File: config.mk
export PLATFORM = sky130hd
export DESIGN_NAME = external_bus_release_ctrl
export DESIGN_NICKNAME = d
export VERILOG_FILES = /design/src/ext_release_pkg.sv /design/src/external_bus_release_ctrl.sv
export SDC_FILE = /design/constraint.sdc
export NUM_CORES = 1
export LEC_CHECK = 0
export BUFFER_PORTS_ARGS = -buffer_cell sky130_fd_sc_hd__buf_2
export CELL_PAD_IN_SITES_DETAIL_PLACEMENT = 1
export CELL_PAD_IN_SITES_GLOBAL_PLACEMENT = 1
export CORE_MARGIN = 4
export CORE_UTILIZATION = 30
export CTS_BUF_LIST = sky130_fd_sc_hd__clkbuf_8 sky130_fd_sc_hd__clkbuf_16
export CTS_CLUSTER_SIZE = 30
export DETAILED_ROUTE_END_ITERATION = 10
export GPL_TIMING_DRIVEN = 0
export MAX_ROUTING_LAYER = met4
export PLACE_DENSITY = 0.94
export SLEW_MARGIN = 0
export SYNTH_ARGS = -nofsm -noshare
export SYNTH_HDL_FRONTEND = slang
export SYNTH_SLANG_ARGS = --single-unit
File: constraint.sdc
create_clock -name clk -period 5.3 [get_ports clk]
set_clock_uncertainty 0.15 [all_clocks]
set_input_delay 1.325 -clock clk [delete_from_list [all_inputs] [get_ports clk]]
set_output_delay 1.325 -clock clk [all_outputs]
set_load 0.01 [all_outputs]
File: src/ext_release_pkg.sv
// shared types and constants for the external bus release controller
package ext_release_pkg;

	// module-stop patterns that qualify a sleep for all-clocks-stopped mode
	localparam logic [15:0] MSTP_ALL_STOPPED = 16'hffff;
	localparam logic [15:0] MSTP_TIMER8_ONLY = 16'hfffe;
	localparam logic [15:0] EXMSTP_ALL_STOPPED = 16'hffff;

	// reset levels of the outputs
	localparam logic GRANT_N_RESET = 1'h1;
	localparam logic CANCEL_N_RESET = 1'h1;
	localparam logic ALL_BANKS_RESET = 1'h1;

	// arbitration takes one cycle after a low request is sampled
	localparam int unsigned ARB_CYCLES = 1;

	typedef enum logic [2:0] {
		ST_OWNED = 3'b000,
		ST_ARB = 3'b001,
		ST_RELEASED = 3'b010,
		ST_RECOVER = 3'b011,
		ST_STANDBY = 3'b100,
		ST_ALLSTOP = 3'b101
	} rel_state_t;

	typedef enum logic [1:0] {
		SLP_NONE = 2'b00,
		SLP_STANDBY = 2'b01,
		SLP_ALLSTOP = 2'b10
	} sleep_kind_t;

	typedef struct packed {
		logic ext_release_enable;
		logic release_cancel_output_enable;
		logic all_clocks_stop_enable;
		logic wait_insert_enable;
		logic [15:0] module_stop_control;
		logic [15:0] extended_module_stop_control;
	} cfg_t;

	typedef struct packed {
		logic ext_access_req;
		logic ext_cycle_busy;
		logic refresh_req;
		logic sleep_exec;
		logic sleep_standby;
		logic wake;
		logic sdram_space;
		logic ext_wait_n;
	} core_req_t;

endpackage

File: src/external_bus_release_ctrl.sv
// external bus release arbitration with power-mode and refresh interplay
//
// Overview of operation
// - reset aborts any bus cycle at once and enters the reset state.
// - sleep with all-clocks-stop enabled and qualifying module-stop values stops all clocks.
// - no bus release serviced while all module clocks are stopped.
// - all-clocks-stopped entry during release waits until the bus returns.
// - internal masters keep working during release; only external accesses stall.
// - software standby entry during release waits until the bus returns.
// - release request during standby stays unanswered until standby is left.
// - no refresh cycles while released; pending refresh waits for recovery.
// - with cancel output enabled, refresh during release asserts the cancel request.
// - cancel output may go low together with grant, at the edge that ends arbitration.
// - external wait input ignored inside continuous synchronous DRAM space.
// - no DRAM bank management; every access selects all banks.
// - release granted only once the current external cycle has completed.
// - request going high deasserts the grant and ends the released state.
// - an already pending refresh wins over a bus release request.
// - cancel output low on external access, refresh or standby-type sleep during release.
`timescale 1ns/1ns

module external_bus_release_ctrl (
	input wire logic clk,
	input wire logic rst,
	input wire logic clk_en,
	input wire ext_release_pkg::cfg_t cfg,
	input wire ext_release_pkg::core_req_t core,
	input wire logic ext_release_request_in_n,
	output logic ext_release_grant_n_q,
	output logic release_cancel_request_out_n_q,
	output logic bus_released_q,
	output logic int_ext_grant_q,
	output logic int_access_ok_q,
	output logic refresh_start_q,
	output logic standby_enter_q,
	output logic all_stop_enter_q,
	output logic wait_insert_q,
	output logic all_banks_select_q
);

	ext_release_pkg::rel_state_t state_q;
	ext_release_pkg::rel_state_t state_d;
	ext_release_pkg::sleep_kind_t sleep_pend_q;
	logic refresh_pend_q;
	logic rel_req;
	logic allstop_ok;
	logic sleep_to_pend;
	logic refresh_now;
	logic int_grant_d;
	logic cancel_d;

	assign rel_req = cfg.ext_release_enable && !ext_release_request_in_n;

	assign allstop_ok = cfg.all_clocks_stop_enable
		&& cfg.extended_module_stop_control == ext_release_pkg::EXMSTP_ALL_STOPPED
		&& (cfg.module_stop_control == ext_release_pkg::MSTP_ALL_STOPPED
		|| cfg.module_stop_control == ext_release_pkg::MSTP_TIMER8_ONLY);

	assign sleep_to_pend = core.sleep_exec && (core.sleep_standby || allstop_ok);

	// refresh only while the bus is ours and no cycle runs
	assign refresh_now = state_q == ext_release_pkg::ST_OWNED && refresh_pend_q
		&& !core.ext_cycle_busy;

	always_comb begin
		state_d = state_q;
		unique case (state_q)
			ext_release_pkg::ST_OWNED: begin
				if (rel_req && !refresh_pend_q && !core.ext_cycle_busy) begin
					state_d = ext_release_pkg::ST_ARB;
				end else if (!refresh_pend_q && !core.ext_cycle_busy
					&& sleep_pend_q == ext_release_pkg::SLP_STANDBY) begin
					state_d = ext_release_pkg::ST_STANDBY;
				end else if (!refresh_pend_q && !core.ext_cycle_busy
					&& sleep_pend_q == ext_release_pkg::SLP_ALLSTOP) begin
					state_d = ext_release_pkg::ST_ALLSTOP;
				end
			end
			ext_release_pkg::ST_ARB: begin
				state_d = ext_release_pkg::ST_RELEASED;
			end
			ext_release_pkg::ST_RELEASED: begin
				if (ext_release_request_in_n) begin
					state_d = ext_release_pkg::ST_RECOVER;
				end
			end
			ext_release_pkg::ST_RECOVER: begin
				state_d = ext_release_pkg::ST_OWNED;
			end
			ext_release_pkg::ST_STANDBY, ext_release_pkg::ST_ALLSTOP: begin
				if (core.wake) begin
					state_d = ext_release_pkg::ST_OWNED;
				end
			end
			default: begin
				state_d = ext_release_pkg::ST_OWNED;
			end
		endcase
	end

	// state; asynchronous reset drops any cycle in flight
	always_ff @(posedge clk or posedge rst) begin
		if (rst) begin
			state_q <= ext_release_pkg::ST_OWNED;
		end else if (clk_en) begin
			state_q <= state_d;
		end
	end

	// pending sleep kind, held until the mode is entered
	always_ff @(posedge clk or posedge rst) begin
		if (rst) begin
			sleep_pend_q <= ext_release_pkg::SLP_NONE;
		end else if (clk_en) begin
			if (sleep_to_pend) begin
				sleep_pend_q <= core.sleep_standby ? ext_release_pkg::SLP_STANDBY
					: ext_release_pkg::SLP_ALLSTOP;
			end else if (state_d == ext_release_pkg::ST_STANDBY
				|| state_d == ext_release_pkg::ST_ALLSTOP) begin
				sleep_pend_q <= ext_release_pkg::SLP_NONE;
			end
		end
	end

	// pending refresh; a new request wins over the clear
	always_ff @(posedge clk or posedge rst) begin
		if (rst) begin
			refresh_pend_q <= 1'h0;
		end else if (clk_en) begin
			if (core.refresh_req) begin
				refresh_pend_q <= 1'h1;
			end else if (refresh_now) begin
				refresh_pend_q <= 1'h0;
			end
		end
	end

	always_ff @(posedge clk or posedge rst) begin
		if (rst) begin
			refresh_start_q <= 1'h0;
		end else if (clk_en) begin
			refresh_start_q <= refresh_now;
		end
	end

	// grant and released status follow the next state
	always_ff @(posedge clk or posedge rst) begin
		if (rst) begin
			ext_release_grant_n_q <= ext_release_pkg::GRANT_N_RESET;
			bus_released_q <= 1'h0;
		end else if (clk_en) begin
			ext_release_grant_n_q <= state_d != ext_release_pkg::ST_RELEASED;
			bus_released_q <= state_d == ext_release_pkg::ST_RELEASED;
		end
	end

	// cancel request: during release, and already during arbitration
	always_comb begin
		cancel_d = 1'h0;
		if (cfg.release_cancel_output_enable
			&& (state_q == ext_release_pkg::ST_ARB
			|| state_q == ext_release_pkg::ST_RELEASED)) begin
			cancel_d = core.ext_access_req || core.refresh_req || refresh_pend_q
				|| sleep_to_pend || sleep_pend_q != ext_release_pkg::SLP_NONE;
		end
	end

	always_ff @(posedge clk or posedge rst) begin
		if (rst) begin
			release_cancel_request_out_n_q <= ext_release_pkg::CANCEL_N_RESET;
		end else if (clk_en) begin
			release_cancel_request_out_n_q <= !(cancel_d && !ext_release_request_in_n);
		end
	end

	// internal external access: loses to release and refresh
	assign int_grant_d = state_q == ext_release_pkg::ST_OWNED && state_d == state_q
		&& core.ext_access_req && !rel_req && !refresh_pend_q
		&& sleep_pend_q == ext_release_pkg::SLP_NONE;

	always_ff @(posedge clk or posedge rst) begin
		if (rst) begin
			int_ext_grant_q <= 1'h0;
			int_access_ok_q <= 1'h0;
		end else if (clk_en) begin
			int_ext_grant_q <= int_grant_d;
			int_access_ok_q <= state_d != ext_release_pkg::ST_STANDBY
				&& state_d != ext_release_pkg::ST_ALLSTOP;
		end
	end

	// one-cycle mode entry strobes
	always_ff @(posedge clk or posedge rst) begin
		if (rst) begin
			standby_enter_q <= 1'h0;
			all_stop_enter_q <= 1'h0;
		end else if (clk_en) begin
			standby_enter_q <= state_q == ext_release_pkg::ST_OWNED
				&& state_d == ext_release_pkg::ST_STANDBY;
			all_stop_enter_q <= state_q == ext_release_pkg::ST_OWNED
				&& state_d == ext_release_pkg::ST_ALLSTOP;
		end
	end

	// sdram: wait pin ignored, all banks always selected
	always_ff @(posedge clk or posedge rst) begin
		if (rst) begin
			wait_insert_q <= 1'h0;
			all_banks_select_q <= ext_release_pkg::ALL_BANKS_RESET;
		end else if (clk_en) begin
			wait_insert_q <= cfg.wait_insert_enable && !core.ext_wait_n
				&& !core.sdram_space;
			all_banks_select_q <= ext_release_pkg::ALL_BANKS_RESET;
		end
	end
endmodule

* After elaboration in Yosys (flattened, before gate mapping) *
Index checks and enable logic that the tools add are counted.

operators by class
  shift-type cells = 0
  reduce and logical (&&, ||, !) cells = 46
  $mul = 0
  div/mod/pow operators = 0
  $add $sub $neg = 0
  mux-type cells = 12
  bitwise gates (word level) = 0
  eq/ne operators = 16
  order comparisons = 0

operator list
  operator                                               number
  == test 16 bit, second input constant                  3
  logical AND 1 bit                                      23
  two-way mux 3 bit                                      5
  == test 3 bit, second input constant                   4
  one-hot mux 3 bit (4 select lines)                     1
  logical OR 1 bit                                       8
  zero test 1 bit                                        7
  == test 3 x 2 -> 1 bit, second input constant          2
  two-way mux 2 bit                                      3
  inequality test 3 bit, second input constant           2
  nonzero test 2 bit                                     3
  AND reduction 2 bit                                    2
  == test 3 x 1 -> 1 bit, second input constant          1
  == test 3 bit                                          1
  zero test 3 bit                                        1
  two-way mux 1 bit                                      3
  inequality test 3 x 2 -> 1 bit, second input constant  1
  == test 2 x 1 -> 1 bit, second input constant          1
  == test 2 bit, second input constant                   1
  zero test 2 bit                                        1
  OR reduction 2 bit                                     1

word-level totals
  output and inout port bits = 10
  bits in latches = 0
  RAM bits = 0
  bits in read-only memories = 0
  logic and storage cells = 86
  bits of input ports = 48
  register bits after elaboration = 15
  memories kept = 0

* Longest topological paths before layout *
  word-level depth = 13
  depth in mapped cells = 5
  mapped depth without buffers = 4

* Least setup slack after synthesis *
Ideal clock, no wire load.

  path kind = input -> register
  from = input ext_release_request_in_n
  to = register all_stop_enter_q
  path buffers = 0
  cell stages on the path = 4
  required time = 5.055 ns
  setup time = 0.095 ns
  data arrival time = 2.636 ns
  setup slack = 2.418 ns
  path through = or4b_1 -> or4_1 -> and3_4 -> o32ai_2

between the ends
  word-level cells in the longest chain between the ends = 8
  elaborated cells on any way between the ends = 9
  those cells by class = 1 x eq/ne; 3 x mux; 5 x reduce/logical

RTL lines
  what                                    RTL line                          source
  start: declaration                      external_bus_release_ctrl.sv:28   input wire logic ext_release_request_in_n,
  zero test 1 bit                         external_bus_release_ctrl.sv:52   assign rel_req = cfg.ext_release_enable && !ext_release_request_in_n;
  logical AND 1 bit                       external_bus_release_ctrl.sv:52
  logical AND 1 bit (2 in series)         external_bus_release_ctrl.sv:69   if (rel_req && !refresh_pend_q && !core.ext_cycle_busy) begin
  two-way mux 3 bit                       external_bus_release_ctrl.sv:69
  one-hot mux 3 bit (4 select lines) (*)  external_bus_release_ctrl.sv:67   unique case (state_q)
  == test 3 bit (*)                       external_bus_release_ctrl.sv:201  && state_d == ext_release_pkg::ST_ALLSTOP;
  logical AND 1 bit (*)                   external_bus_release_ctrl.sv:201
  end signal: assignment                  external_bus_release_ctrl.sv:200  all_stop_enter_q <= state_q == ext_release_pkg::ST_OWNED
  end: declaration                        external_bus_release_ctrl.sv:36   output logic all_stop_enter_q,

Mark *: on every way between the ends. The rest lies on a longest branch, timed or not.
A chain may end at the register's enable or synchronous reset.

* Final worst setup path *
Same ends and word-level chain as after synthesis.

==> flow_summary_export.csv <==
group,metric,value,unit
clock_tree,cts_max_path_buffers,2,
floorplanning,die_h,61.6,µm
final_layout,fin_cells,185,
drt,remaining_drc_errors,0,
critical_path,reg2reg_slack,3.24,ns
run_status,outcome,"completed",
synth,syn-num-nets,143,
critical_path,cp.required,5.31,ns
sta,setup_ws,2.45,ns
floorplanning,coreArea,2760,µm²
drt,drtIter0Drc,11,
sta,period_share,0.539,
synth,synthTopCellsByCount,"dfrtp_1 (13), inv_1 (8), nand4_1 (8)",
drt,wl_per_cell,15.2,µm
placed_design,place.gp.congestion,0.881,
synth,synth-edff-count,0,
critical_path,start_kind,"primary input",
final_layout,postLayoutCellArea,1220,µm²
placed_design,preCtsSetupSlack,2.18,ns
synth,avgSynthCellArea,9.07,µm²
global_routing,grt_pass1_wl,4570,µm
global_routing,antenna_found_initial,0,
sta,final_max_slew_viol_count,0,
power_and_ir_drop,power.leakage,0.567,nW
synth,synth_area,862,µm²
floorplanning,die_w,61.6,µm
synth,yosysWarnings,0,
power_and_ir_drop,total_power,0.361,mW
min_path,hp-class,"flop to flop",
critical_path,endpoint_kind,"flop",
floorplanning,ios,58,
global_routing,globalRouteOverflowTotal,0,
final_layout,fin_nets,203,
drt,ant_nets,0,
drt,firstDrtPassIters,4,
placed_design,io_buffers,55,
critical_path,crit_chain,"buf_2 -> or4b_1 -> or4_1 -> and3_4 -> o32ai_2",
final_layout,nFillCells,347,
synth,synth_flop_cell,"dfrtp_1",
drt,detail_route.vias_per_cell,5.41,
sta,hold_viol,0,
synth,syn_inst,95,
clock_tree,ctsResizeCount,0,
drt,drt-total-wl,2810,µm
critical_path,cp_max_fo,4,
synth,async_flop_share,1.00,
synth,netlist_top_cells_area,"dfrtp_1 (38%), dfstp_2 (6.1%), nand4_1 (5.8%), inv_1 (3.5%), nand2_1 (2.2%)",
final_layout,drive_gt1_frac,0.416,
global_routing,grt_pass1_vias,1070,
clock_tree,clock-root-buffer,"clkbuf_8",
synth,yosysMostFrequentCell,"dfrtp_1",
placed_design,placed_cells,181,
sta,max_freq,350,MHz
clock_tree,clock_latency,0.25,ns
critical_path,slowest_delay,0.52,ns
clock_tree,cts_tree,"yes",
power_and_ir_drop,power.density,295,nW/µm²
floorplanning,die_area,3800,µm²
final_layout,antenna-diode-count,0,
clock_tree,cts_htree_levels,1,
run,drv_cap,0,
clock_tree,clk_pin_slew_worst_paths,0.07,ns
clock_tree,cts_hold_repair.buffers,0,
synth,synth_top_cell_area_share,0.377,
placed_design,dp_hpwl,2330,µm
sta,rsz0062_at_grt,"no",
synth,ys_ff_latch,15,
synth,yosysSeqAreaShare,0.438,
global_routing,grtUsageTotal,0.168,
critical_path,worstSetupPathType,"primary input to flop",
sta,setup_viol,0,
drt,num_vias,1000,
critical_path,cp.arrival,2.87,ns
power_and_ir_drop,ir_drop,0.000147,V
sta,tightestPinTransition,0.584,ns
sta,fin_crit,2.85,ns
clock_tree,cts_setup_buffers,0,
final_layout,area_growth,41.8,%
sta,max-slew-margin-rel,0.610,
clock_tree,clkSinkCount,15,
critical_path,cp_num_buf_inv,1,
floorplanning,row_count,19,
placed_design,place_area,1180,µm²
sta,fin_tns_setup,0,ns
synth,post-synth-top-area-cell,"dfrtp_1",
clock_tree,cts_buffers,3,
global_routing,grt_max_degree,16,
critical_path,critPathTopFamily,"simple AND/OR/NAND/NOR gates",
floorplanning,start_util,0.313,
critical_path,crit_path_top_delay_cell,"or4b_1",
synth,yosysUniqueCellTypes,40,
[cell type report]
cell class                 instances  area, µm²  area share
buffer                             5       22.5      0.0184
clock buffer                       3       41.3      0.0338
clock inverter                     1       5.00     0.00409
inverter                           8       30.0      0.0246
multi-input combinational         67        432       0.353
sequential                        15        378       0.309
tap                               31       38.8      0.0317
timing repair buffer              55        275       0.225
[worst reg2reg max path, stage by stage, from the launching register on]
cell and delay (ns):
dfrtp_1 0.44, or4b_1 0.49, or4_1 0.46, and3_4 0.20
o32ai_2 0.22
[cell usage in the layout (no fill, tap or decap), types with 2 or more instances in the layout]
cell,synthesis,layout
a21oi_1,3,3
and3_1,2,2
buf_2,0,55
clkbuf_1,4,4
clkbuf_8,0,3
dfrtp_1,13,13
dfstp_2,2,2
inv_1,8,8
nand2_1,5,5
nand2b_1,3,3
nand3_1,3,3
nand4_1,8,8
nor2_1,5,5
nor2b_1,3,3
nor3_1,3,3
nor3b_1,2,2
nor4_1,2,2
o21ai_0,3,3
o22ai_1,2,2
o32ai_1,2,2
[state kept, by name, indices dropped and copies added (netlist names)]
| register | cells |
|---|---|
| state_q | 3 |
| sleep_pend_q | 2 |
| all_stop_enter_q | 1 |
| bus_released_q | 1 |
| ext_release_grant_n_q | 1 |
| int_access_ok_q | 1 |
| int_ext_grant_q | 1 |
| refresh_pend_q | 1 |
| refresh_start_q | 1 |
| release_cancel_request_out_n_q | 1 |
| standby_enter_q | 1 |
| wait_insert_q | 1 |
[report_power, final]
group          switching, mW  total, mW  internal [mW]
registers             0.0124      0.151          0.138
logic                 0.0634      0.115         0.0515
clock network         0.0428     0.0949         0.0521
total                  0.119      0.361          0.242
[final timing paths]
check	from	endpoint	cells after the start
min reg2reg	int_access_ok_q$_DFFE_PP0P_	int_access_ok_q$_DFFE_PP0P_	1
max reg2reg	refresh_pend_q$_DFFE_PP0P_	all_stop_enter_q$_DFFE_PP0P_	4
max in group asynchronous	rst	sleep_pend_q[1]$_DFFE_PP0P_	2
min	int_access_ok_q$_DFFE_PP0P_	int_access_ok_q$_DFFE_PP0P_	1
min in group asynchronous	rst	state_q[0]$_DFFE_PP0P_	2
max	ext_release_request_in_n	all_stop_enter_q$_DFFE_PP0P_	5
[metrics by stage]
step	utilization	hold slack, ns
floorplan	-	0.366
global placement	0.426	0.313
detailed placement	0.426	0.335
CTS	0.443	0.349
global route	0.443	0.386
finish	0.443	0.351
[cell families (layout without fill, tap and decap cells)]
kind of cell | Yosys count | in the layout | share of synthesized area
XOR/XNOR | 2 | 2 | 0.0203
other | 1 | 1 | 0.00435
buffers and inverters | 13 | 72 | 0.0610
flip-flops | 15 | 15 | 0.438
multiplexers | 1 | 1 | 0.0116
AND/OR/NAND/NOR | 41 | 41 | 0.274
AO/OA/AOI/OAI | 22 | 22 | 0.190
[layer usage]
metal | vias to the layer above | GRT usage | part of all wire
li1 | 469 | - | -
met1 | 466 | 0.199 | 0.39
met2 | 57 | 0.284 | 0.51
met3 | 8 | 0.0356 | 0.087
met4 | 0 | 0.0485 | 0.015
met5 | - | - | 0
Power figures use the tool's default switching activity.
